`config.mk`:
```
export PLATFORM = sky130hd
export DESIGN_NAME = vscg_top
export DESIGN_NICKNAME = d
export VERILOG_FILES = /design/src/rtl/vscg_top.v
export VERILOG_INCLUDE_DIRS = /design/src /design/src/common
export SDC_FILE = /design/constraint.sdc
export NUM_CORES = 1
export LEC_CHECK = 0
export BUFFER_PORTS_ARGS = -buffer_cell sky130_fd_sc_hd__buf_2
export CORE_ASPECT_RATIO = 0.7
export CORE_MARGIN = 5
export CORE_UTILIZATION = 48
export CTS_BUF_LIST = sky130_fd_sc_hd__clkbuf_4 sky130_fd_sc_hd__clkbuf_8
export DETAILED_ROUTE_END_ITERATION = 8
export PLACE_DENSITY = 0.69
export SYNTH_ARGS = -nofsm -noshare
export SYNTH_HDL_FRONTEND = slang
export SYNTH_SLANG_ARGS = --single-unit
```
`constraint.sdc`:
```
create_clock -name pclk -period 2.88 [get_ports pclk]
set_input_delay 0.288 -clock pclk [delete_from_list [all_inputs] [get_ports pclk]]
set_output_delay 0.288 -clock pclk [all_outputs]
set_load 0.005 [all_outputs]
```
`src/common/vscg_regs.vh`:
```
// Constants for the VRAM special cycle generator
`ifndef VSCG_REGS_VH
`define VSCG_REGS_VH
// ****************************************
// Register byte offsets
// ****************************************
`define VSCG_OFF_CTRL    12'h000
`define VSCG_OFF_PMASK   12'h004
`define VSCG_OFF_COLOR   12'h008
`define VSCG_OFF_CMD     12'h00C
`define VSCG_OFF_STATUS  12'h010
`define VSCG_OFF_ADDR    12'h014
`define VSCG_OFF_DATA    12'h018
`define VSCG_OFF_SCANLN  12'h01C
// ****************************************
// Control field positions
// ****************************************
`define VSCG_CTRL_FEAT   0
`define VSCG_CTRL_XPIX   1
`define VSCG_CTRL_VDIR   2
`define VSCG_CTRL_SPLT   3
`define VSCG_CTRL_WBEN   4
// ****************************************
// Operation codes written to the command register
// ****************************************
`define VSCG_OP_LDCOLOR  3'h1
`define VSCG_OP_BLKCOPY  3'h2
`define VSCG_OP_BLKFILL  3'h3
`define VSCG_OP_PIXWR    3'h4
`define VSCG_OP_PIXRD    3'h5
`define VSCG_OP_HBLANK   3'h6
// ****************************************
// Bus status codes
// ****************************************
`define VSCG_ST_LDCOLOR  4'h7
`define VSCG_ST_BLKWR    4'hE
`define VSCG_ST_MASKWR   4'hD
`define VSCG_ST_VIDXFER  4'h4
`define VSCG_ST_CPUXFER  4'h5
// ****************************************
// Reset values and timing
// ****************************************
`define VSCG_CTRL_RST    5'h00
`define VSCG_PHASE_CYC   3'h1
`endif

```
`src/rtl/vscg_top.v`:
```
// VRAM special cycle generator with APB register access
`timescale 1ns/100ps
`include "vscg_regs.vh"
module vscg_top (
  input  wire        pclk,
  input  wire        presetn,
  input  wire        psel,
  input  wire        penable,
  input  wire        pwrite,
  input  wire [11:0] paddr,
  input  wire [31:0] pwdata,
  output reg  [31:0] prdata,
  output wire        pready,
  output wire        pslverr,
  input  wire        midline_match,
  input  wire        serial_shift_clock,
  input  wire        page_mode_ack,
  input  wire        half_width_bus_ack,
  input  wire        column_addr_mode,
  output reg         row_strobe_n,
  output reg         column_strobe_n,
  output reg         write_strobe_n,
  output reg         transfer_output_enable_n,
  output reg         special_function_pin,
  output reg  [31:0] local_addr_data_bus_o,
  output reg         local_addr_data_bus_oe
);
// ****************************************
// Cycle kinds and phase states
// ****************************************
localparam K_LDC  = 3'h0;
localparam K_BWU  = 3'h1;
localparam K_BWM  = 3'h2;
localparam K_MWR  = 3'h3;
localparam K_RDX  = 3'h4;
localparam K_SRX  = 3'h5;
localparam K_WRX  = 3'h6;
localparam K_AWX  = 3'h7;
localparam S_IDLE = 6'h01;
localparam S_ADDR = 6'h02;
localparam S_ROW  = 6'h04;
localparam S_COL  = 6'h08;
localparam S_SER  = 6'h10;
localparam S_END  = 6'h20;

reg  [4:0]  ctrl_r;
reg  [31:0] pmask_r;
reg  [31:0] color_r;
reg  [31:0] addr_r;
reg  [31:0] data_r;
reg  [2:0]  kind_r;
reg  [3:0]  stat_r;
reg  [5:0]  state_r;
reg  [2:0]  last_kind_r;
reg         busy_r;
reg         ser_q_r;
reg         mid_r;
reg  [2:0]  kind_nxt;
reg  [3:0]  stat_nxt;
reg         go_nxt;
reg         wstrobe_row;
reg         toe_row;
reg         sf_row;
reg         sf_col;
reg         mid_nxt;
wire        wr_en;
wire        rd_en;
wire [2:0]  op;
wire        mask_zero;
wire        ser_rise;

assign pready  = 1'b1;
assign pslverr = 1'b0;
assign wr_en   = psel & penable & pwrite;
assign rd_en   = psel & ~pwrite;
assign op      = pwdata[2:0];
assign mask_zero = (pmask_r == 32'h00000000);
// Edge from registered copy; idle level low matches reset value
assign ser_rise  = serial_shift_clock & ~ser_q_r;
// ****************************************
// Cycle selection; one kind per row period
// ****************************************
always @* begin
  go_nxt   = 1'b0;
  mid_nxt  = 1'b0;
  kind_nxt = K_LDC;
  stat_nxt = `VSCG_ST_LDCOLOR;
  if (wr_en && paddr == `VSCG_OFF_CMD && !busy_r) begin
    case (op)
      `VSCG_OP_LDCOLOR: begin
        go_nxt = 1'b1;
      end
      `VSCG_OP_BLKCOPY, `VSCG_OP_BLKFILL: begin
        go_nxt   = 1'b1;
        kind_nxt = mask_zero ? K_BWU : K_BWM;
        stat_nxt = `VSCG_ST_BLKWR;
      end
      `VSCG_OP_PIXWR: begin
        stat_nxt = `VSCG_ST_CPUXFER;
        if (ctrl_r[`VSCG_CTRL_XPIX]) begin
          go_nxt   = 1'b1;
          kind_nxt = K_AWX;
        end else if (!mask_zero && ctrl_r[`VSCG_CTRL_FEAT]) begin
          go_nxt   = 1'b1;
          kind_nxt = K_MWR;
          stat_nxt = `VSCG_ST_MASKWR;
        end
      end
      `VSCG_OP_PIXRD: begin
        if (ctrl_r[`VSCG_CTRL_XPIX]) begin
          go_nxt   = 1'b1;
          kind_nxt = K_RDX;
          stat_nxt = `VSCG_ST_CPUXFER;
        end
      end
      `VSCG_OP_HBLANK: begin
        stat_nxt = `VSCG_ST_VIDXFER;
        if (!ctrl_r[`VSCG_CTRL_VDIR]) begin
          go_nxt   = 1'b1;
          kind_nxt = K_RDX;
        end else if (ctrl_r[`VSCG_CTRL_WBEN]) begin
          go_nxt   = 1'b1;
          kind_nxt = K_WRX;
        end
      end
      default: go_nxt = 1'b0;
    endcase
  end else if (midline_match && !busy_r && !ctrl_r[`VSCG_CTRL_VDIR]) begin
    // Video request only taken when no command competes this cycle
    go_nxt   = 1'b1;
    // The request is a one-cycle pulse, so its source is remembered
    mid_nxt  = 1'b1;
    kind_nxt = ctrl_r[`VSCG_CTRL_SPLT] ? K_SRX : K_RDX;
    stat_nxt = `VSCG_ST_VIDXFER;
  end
end
// ****************************************
// Strobe levels at row and column fall per kind
// ****************************************
always @* begin
  wstrobe_row = 1'b1;
  toe_row     = 1'b1;
  sf_row      = 1'b1;
  sf_col      = 1'b1;
  case (kind_r)
    K_LDC: sf_col = 1'b1;
    K_BWU: sf_row = 1'b0;
    K_BWM: wstrobe_row = 1'b0;
    K_MWR: begin
      wstrobe_row = 1'b0;
      sf_col      = 1'b0;
    end
    K_RDX: begin
      toe_row = 1'b0;
      sf_row  = 1'b0;
    end
    K_SRX: toe_row = 1'b0;
    K_WRX: begin
      toe_row     = 1'b0;
      wstrobe_row = 1'b0;
      sf_row      = 1'b0;
    end
    K_AWX: begin
      toe_row     = 1'b0;
      wstrobe_row = 1'b0;
    end
    default: sf_col = 1'b1;
  endcase
end
// ****************************************
// APB registers
// ****************************************
always @(posedge pclk or negedge presetn) begin
  if (!presetn) begin
    ctrl_r  <= `VSCG_CTRL_RST;
    pmask_r <= 32'h00000000;
    color_r <= 32'h00000000;
    addr_r  <= 32'h00000000;
    data_r  <= 32'h00000000;
  end else if (wr_en) begin
    case (paddr)
      `VSCG_OFF_CTRL:  ctrl_r  <= pwdata[4:0];
      `VSCG_OFF_PMASK: pmask_r <= pwdata;
      `VSCG_OFF_COLOR: color_r <= pwdata;
      `VSCG_OFF_ADDR:  addr_r  <= pwdata;
      `VSCG_OFF_DATA:  data_r  <= pwdata;
      default:         ctrl_r  <= ctrl_r;
    endcase
  end
end

always @* begin
  case (paddr)
    `VSCG_OFF_CTRL:   prdata = {27'h0000000, ctrl_r};
    `VSCG_OFF_PMASK:  prdata = pmask_r;
    `VSCG_OFF_COLOR:  prdata = color_r;
    `VSCG_OFF_STATUS: prdata = {24'h000000, last_kind_r, stat_r, busy_r};
    `VSCG_OFF_ADDR:   prdata = addr_r;
    `VSCG_OFF_DATA:   prdata = data_r;
    default:          prdata = 32'h00000000;
  endcase
  if (!rd_en) prdata = 32'h00000000;
end
// ****************************************
// Cycle sequencer
// ****************************************
// Page-mode, half-width and column-mode inputs are deliberately unused here;
// the memory system keeps them at valid levels.
always @(posedge pclk or negedge presetn) begin
  if (!presetn) begin
    state_r                  <= S_IDLE;
    kind_r                   <= K_LDC;
    stat_r                   <= 4'h0;
    last_kind_r              <= 3'h0;
    busy_r                   <= 1'b0;
    ser_q_r                  <= 1'b0;
    mid_r                    <= 1'b0;
    row_strobe_n             <= 1'b1;
    column_strobe_n          <= 1'b1;
    write_strobe_n           <= 1'b1;
    transfer_output_enable_n <= 1'b1;
    special_function_pin     <= 1'b0;
    local_addr_data_bus_o    <= 32'h00000000;
    local_addr_data_bus_oe   <= 1'b0;
  end else begin
    ser_q_r <= serial_shift_clock;
    case (state_r)
      S_IDLE: begin
        if (go_nxt) begin
          kind_r  <= kind_nxt;
          stat_r  <= stat_nxt;
          busy_r  <= 1'b1;
          mid_r   <= mid_nxt;
          state_r <= S_ADDR;
          // Address phase: status code in the low four lines
          local_addr_data_bus_o  <= {addr_r[31:4], stat_nxt};
          local_addr_data_bus_oe <= 1'b1;
        end
      end
      S_ADDR: begin
        // Strobe levels set on the same edge as row fall
        write_strobe_n           <= wstrobe_row;
        transfer_output_enable_n <= toe_row;
        special_function_pin     <= sf_row;
        row_strobe_n             <= 1'b0;
        state_r                  <= S_ROW;
      end
      S_ROW: begin
        special_function_pin <= sf_col;
        write_strobe_n       <= (kind_r == K_LDC || kind_r == K_BWU) ? 1'b0 : write_strobe_n;
        case (kind_r)
          K_LDC: local_addr_data_bus_o <= color_r;
          K_BWU, K_BWM: local_addr_data_bus_o <= {28'h0000000, data_r[3:0]};
          K_MWR: local_addr_data_bus_o <= data_r;
          default: local_addr_data_bus_oe <= 1'b0;
        endcase
        state_r <= S_COL;
      end
      S_COL: begin
        column_strobe_n <= 1'b0;
        // Only a midline read transfer waits on the serial clock
        state_r         <= (kind_r == K_RDX && mid_r) ? S_SER : S_END;
      end
      S_SER: begin
        // Serial clock rise moves to S_END, which releases transfer enable next cycle
        if (ser_rise) state_r <= S_END;
      end
      S_END: begin
        row_strobe_n             <= 1'b1;
        column_strobe_n          <= 1'b1;
        write_strobe_n           <= 1'b1;
        transfer_output_enable_n <= 1'b1;
        special_function_pin     <= 1'b0;
        local_addr_data_bus_oe   <= 1'b0;
        last_kind_r              <= kind_r;
        busy_r                   <= 1'b0;
        state_r                  <= S_IDLE;
      end
      default: state_r <= S_IDLE;
    endcase
  end
end

endmodule // vscg_top

```
==> results_tabular.tex <==
\begin{tabular}{lr}
\hline
Metric & Value \\
\hline
\multicolumn{2}{l}{\textbf{Worst hold path}} \\
\quad Worst min-delay path endpoint & data\_r[23] \\
\quad Worst hold-check path type & in -> reg \\
\quad Hold\_sp & pwdata[23] \\
\quad Min-Delay Path Depth & 2 \\
\multicolumn{2}{l}{\textbf{Yosys}} \\
\quad Post-synthesis instance area & roughly 9100 µm² \\
\quad Proportion of synthesized chip area in sequential cells & 52.3\% \\
\quad Top cells by area, synth & sky130\_fd\_sc\_hd\_\_dfrtp\_1 51\%, sky130\_fd\_sc\_hd\_\_mux2\_2 16\%, sky130\_fd\_sc\_hd\_\_mux2\_1 4.3\% \\
\quad Number of distinct library cells after synthesis & 53 \\
\quad Number of warning messages in the yosys log & 0 \\
\quad Proportion of register bits with asynchronous set or reset after synthesis & 100\% \\
\quad Count leader, synth & sky130\_fd\_sc\_hd\_\_dfrtp\_1 \\
\quad Number of instances in the synthesized netlist & between 700 and 800 \\
\quad Commonest cells post-synth & 185 x sky130\_fd\_sc\_hd\_\_dfrtp\_1, 132 x sky130\_fd\_sc\_hd\_\_mux2\_2, 80 x sky130\_fd\_sc\_hd\_\_nand2\_1 \\
\quad Post-synth EDFFs & 0 \\
\quad Number of nets in the synthesized netlist & between 800 and 900 \\
\quad Flop and latch count out of synthesis & 190 \\
\quad Area share of the largest cell type after synthesis & just over 50\% \\
\quad Synthesized area divided by synthesized cell count & between 10 and 15 µm² \\
\quad Ys flop type & sky130\_fd\_sc\_hd\_\_dfrtp\_1 \\
\quad Cell type with the highest aggregate area in the netlist & sky130\_fd\_sc\_hd\_\_dfrtp\_1 \\
\multicolumn{2}{l}{\textbf{Critical path}} \\
\quad Worst R2R End & local\_addr\_data\_bus\_o[7] \\
\quad Delay of the slowest cell on the worst path & around 0.54 ns \\
\quad Category of the critical setup timing path & in -> out \\
\quad Crit Path Max Fanout & 27 \\
\quad Depth of the most critical reg-to-reg path & 7 \\
\quad Ordered cell list for the critical path & buf\_2 > or4\_4 > or4\_4 > nor2\_4 > and3\_1 > buf\_12 > a222oi\_1 > a21oi\_1 > buf\_2 \\
\quad Register-to-register setup slack & approximately 0.28 ns \\
\quad Signal arrival time at the worst endpoint & between 2 and 2.5 ns \\
\quad Critical path capture point type & output pin \\
\quad Top Family by Delay on Critical Path & simple AND/OR/NAND/NOR gates \\
\quad Nature of the critical path startpoint & primary input \\
\quad Data required time of the critical path & approximately 2.6 ns \\
\quad CP max stage cell & sky130\_fd\_sc\_hd\_\_or4\_4 \\
\quad Number of buffer and inverter instances along the worst setup path & 3 \\
\quad Reg-to-reg critical path startpoint & pmask\_r[7] \\
\multicolumn{2}{l}{\textbf{Clocking}} \\
\quad Inserted Clock Buffers & 17 \\
\quad Clock tree from TritonCTS & built \\
\quad CTS Buffer Depth & 2 \\
\quad Clock root buffer & sky130\_fd\_sc\_hd\_\_clkbuf\_8 \\
\quad Cells resized by post-CTS repair & 0 \\
\quad Clk sinks & 190 \\
\quad Max H-tree Level & 4 \\
\quad Clock latency on the worst-skew pair & $\sim$0.47 ns \\
\quad Clock transition at the registers of the reported paths & 0.09 ns \\
\multicolumn{2}{l}{\textbf{Floorplanning}} \\
\quad Top Ports & around 130 \\
\quad Initial Util & 48.5\% \\
\quad Core region area & roughly 19000 µm² \\
\quad Overall die height & between 100 and 150 µm \\
\quad Die Wd & about 170 µm \\
\quad Standard-cell row count & 42 \\
\quad Die area & between 20000 and 25000 µm² \\
\multicolumn{2}{l}{\textbf{Route}} \\
\quad Total wire length & roughly 23 mm \\
\quad DRC violations left & 0 \\
\quad Routed Antenna Nets & 0 \\
\quad Avg WL per Cell & about 20 µm \\
\quad Violation count after the first detailed-route iteration & 629 \\
\quad Routed vias & around 6.6k \\
\quad Post-DR vias/cell & 5.81 \\
\quad DRT Pass-1 Iters & 9 \\
\multicolumn{2}{l}{\textbf{Cells and area}} \\
\quad Count of inserted antenna diode cells & 0 \\
\quad Share of layout cells above drive strength 1 & between 30\% and 40\% \\
\quad Sequential cell area in the final layout & between 4000 and 5000 µm² \\
\quad Fillers & around 1.6k \\
\quad Area growth, synth to finish & 16.1\% \\
\quad Multi-input logic area & between 4000 and 5000 µm² \\
\quad Number of nets in the layout & 942 \\
\quad Post-route standard cell area excluding fillers & around 11000 µm² \\
\multicolumn{2}{l}{\textbf{GRT}} \\
\quad First-pass GRT wire length & $\sim$38 mm \\
\quad Total grt overflow & 0 \\
\quad Via count of the first global-routing pass & around 6.5k \\
\quad Initial antenna violation count & 4 \\
\quad Overall Global Routing Usage & between 20\% and 30\% \\
\quad Pin count of the biggest net entering global routing & 68 \\
\multicolumn{2}{l}{\textbf{STA}} \\
\quad Finish-stage setup viols & 0 \\
\quad Fmax & about 360 MHz \\
\quad Final-report hold violation count & 0 \\
\quad Setup Skew & around 0.017 ns \\
\quad Setup Total Neg Slack & 0 ns \\
\quad Total count of max-transition violations in the final report & 0 \\
\quad Fin crit period & 2.76 ns \\
\quad Setup repair after global routing missed its margin & false \\
\quad Slew Limit Headroom & between 60 and 70\% \\
\quad Period utilisation layout & around 96\% \\
\quad Slew of the pin with the lowest slew margin & slightly below 0.6 ns \\
\quad Min setup slack post-route & $\sim$0.12 ns \\
\multicolumn{2}{l}{\textbf{Pwr}} \\
\quad IR drop worst, VDD & 0.000253 V \\
\quad Power density normalized to cell area & roughly 500 nW/µm² \\
\quad Leakage power & a little over 0.005 µW \\
\multicolumn{2}{l}{\textbf{Placement}} \\
\quad DP Worst Slack & 0.138 ns \\
\quad Port-buffer cells & 120 \\
\quad HPWL Detailed & 15.6 mm \\
\quad Placed Area & around 10000 µm² \\
\quad Final RePlAce weighted congestion & between 0.8 and 0.9 \\
\multicolumn{2}{l}{\textbf{Flow run}} \\
\quad Number of max-cap violations & 0 \\
\multicolumn{2}{l}{\textbf{Run status}} \\
\quad Result of the run & completed \\
\hline
\end{tabular}
[power breakdown]
| part | switching, µW | total (µW) | internal (µW) |
|---|---|---|---|
| Clock | 946 | 1730 | 786 |
| Combinational | 420 | 678 | 258 |
| Sequential | 99.0 | 2880 | 2780 |
| Total | 1470 | 5290 | 3830 |
[worst register-to-register path: cells and delay by family, from the launching register on]
family                 cells  cell delay (ns)
buffers and inverters      1             0.24
DFF                        1             0.43
muxes                      1             0.37
AOI/OAI and AO/OA          2             0.54
and+or+nand+nor            3             0.92
[worst max-delay path by stage]
stage               startpoint         end  cells past startpoint
global placement      paddr[7]   prdata[9]                      9
global route          paddr[7]   prdata[9]                      9
detailed placement    paddr[7]  prdata[31]                      9
finish                paddr[7]  prdata[22]                      9
floorplan             paddr[7]  prdata[24]                      8
CTS                   paddr[7]  prdata[31]                      9
[repair_timing]
action / in CTS / in global routing
setup endpoints to repair: 0 / 0
buffers inserted: 0 / 0
endpoints found under the hold margin: 62 / 0
hold buffers: 2 / 0
[metrics by stage]
step	utilization, %	power (µW)	std cells	hold WS, ns
4_1_cts	56.3	5320	1143	0.0530
2_1_floorplan	-	3260	767	-0.00759
5_1_grt	56.3	5520	1143	0.0499
3_5_place_dp	54.1	3600	1109	0.319
3_3_place_gp	54.1	3590	1109	0.317
6_report	56.3	5290	1143	0.0781
[layout by cell type (no fill, tap or decap), types with 3 or more instances in the layout]
cell type and count:
sky130_fd_sc_hd__nand2b_1 6, sky130_fd_sc_hd__a221oi_1 3, sky130_fd_sc_hd__nor2_4 3, sky130_fd_sc_hd__buf_2 119, sky130_fd_sc_hd__clkinv_4 3, sky130_fd_sc_hd__mux4_2 5
sky130_fd_sc_hd__dfrtp_1 185, sky130_fd_sc_hd__a22oi_1 29, sky130_fd_sc_hd__nor2b_1 7, sky130_fd_sc_hd__and2_1 5, sky130_fd_sc_hd__nand2_1 80, sky130_fd_sc_hd__mux2_1 35
sky130_fd_sc_hd__mux2i_1 14, sky130_fd_sc_hd__or3_1 3, sky130_fd_sc_hd__nor3_1 4, sky130_fd_sc_hd__o21ai_0 42, sky130_fd_sc_hd__nand3_1 6, sky130_fd_sc_hd__a222oi_1 24
sky130_fd_sc_hd__dfstp_2 5, sky130_fd_sc_hd__a21oi_1 37, sky130_fd_sc_hd__nand3b_1 4, sky130_fd_sc_hd__o211ai_1 3, sky130_fd_sc_hd__nand4_1 3, sky130_fd_sc_hd__clkinv_2 3
sky130_fd_sc_hd__mux2_2 132, sky130_fd_sc_hd__inv_1 10, sky130_fd_sc_hd__and3_1 3, sky130_fd_sc_hd__buf_12 9, sky130_fd_sc_hd__buf_4 24, sky130_fd_sc_hd__a31oi_1 6
sky130_fd_sc_hd__clkbuf_4 3, sky130_fd_sc_hd__nor2_1 22, sky130_fd_sc_hd__clkbuf_8 21, sky130_fd_sc_hd__nor4_1 9
[registers in the layout (all words and copies together), names as in the netlist]
register,count
stat_r,4
pmask_r,32
addr_r,32
data_r,32
row_strobe_n,1
special_function_pin,1
last_kind_r,3
mid_r,1
transfer_output_enable_n,1
column_strobe_n,1
color_r,32
write_strobe_n,1
local_addr_data_bus_oe,1
local_addr_data_bus_o,32
ser_q_r,1
kind_r,3
ctrl_r,5
state_r,6
busy_r,1
[kinds of logic after synthesis]
group | after synthesis | synth area share [%]
compound gates | 157 | 11.6
buf+inv | 63 | 3.16
simple gates | 169 | 9.37
mux | 186 | 23.4
flops | 190 | 52.3
other cells | 2 | 0.0826
[area by class of cell]
class / count / share of cell area, %
Clock buffer: 23 / 2.82
Clock inverter: 9 / 0.829
Inverter: 10 / 0.355
Multi-Input combinational cell: 514 / 38.7
Sequential cell: 190 / 45.1
Tap cell: 242 / 2.87
Timing Repair Buffer: 155 / 9.37
[routing by layer]
layer,share of wire [%],GRT usage (%),vias up
li1,-,-,3086
met1,49,33.5,3321
met2,43,30.7,201
met3,6.8,6.22,22
met4,0.74,3.88,8
met5,0.22,0,-
Note: power is estimated with default switching activity, not from simulation.
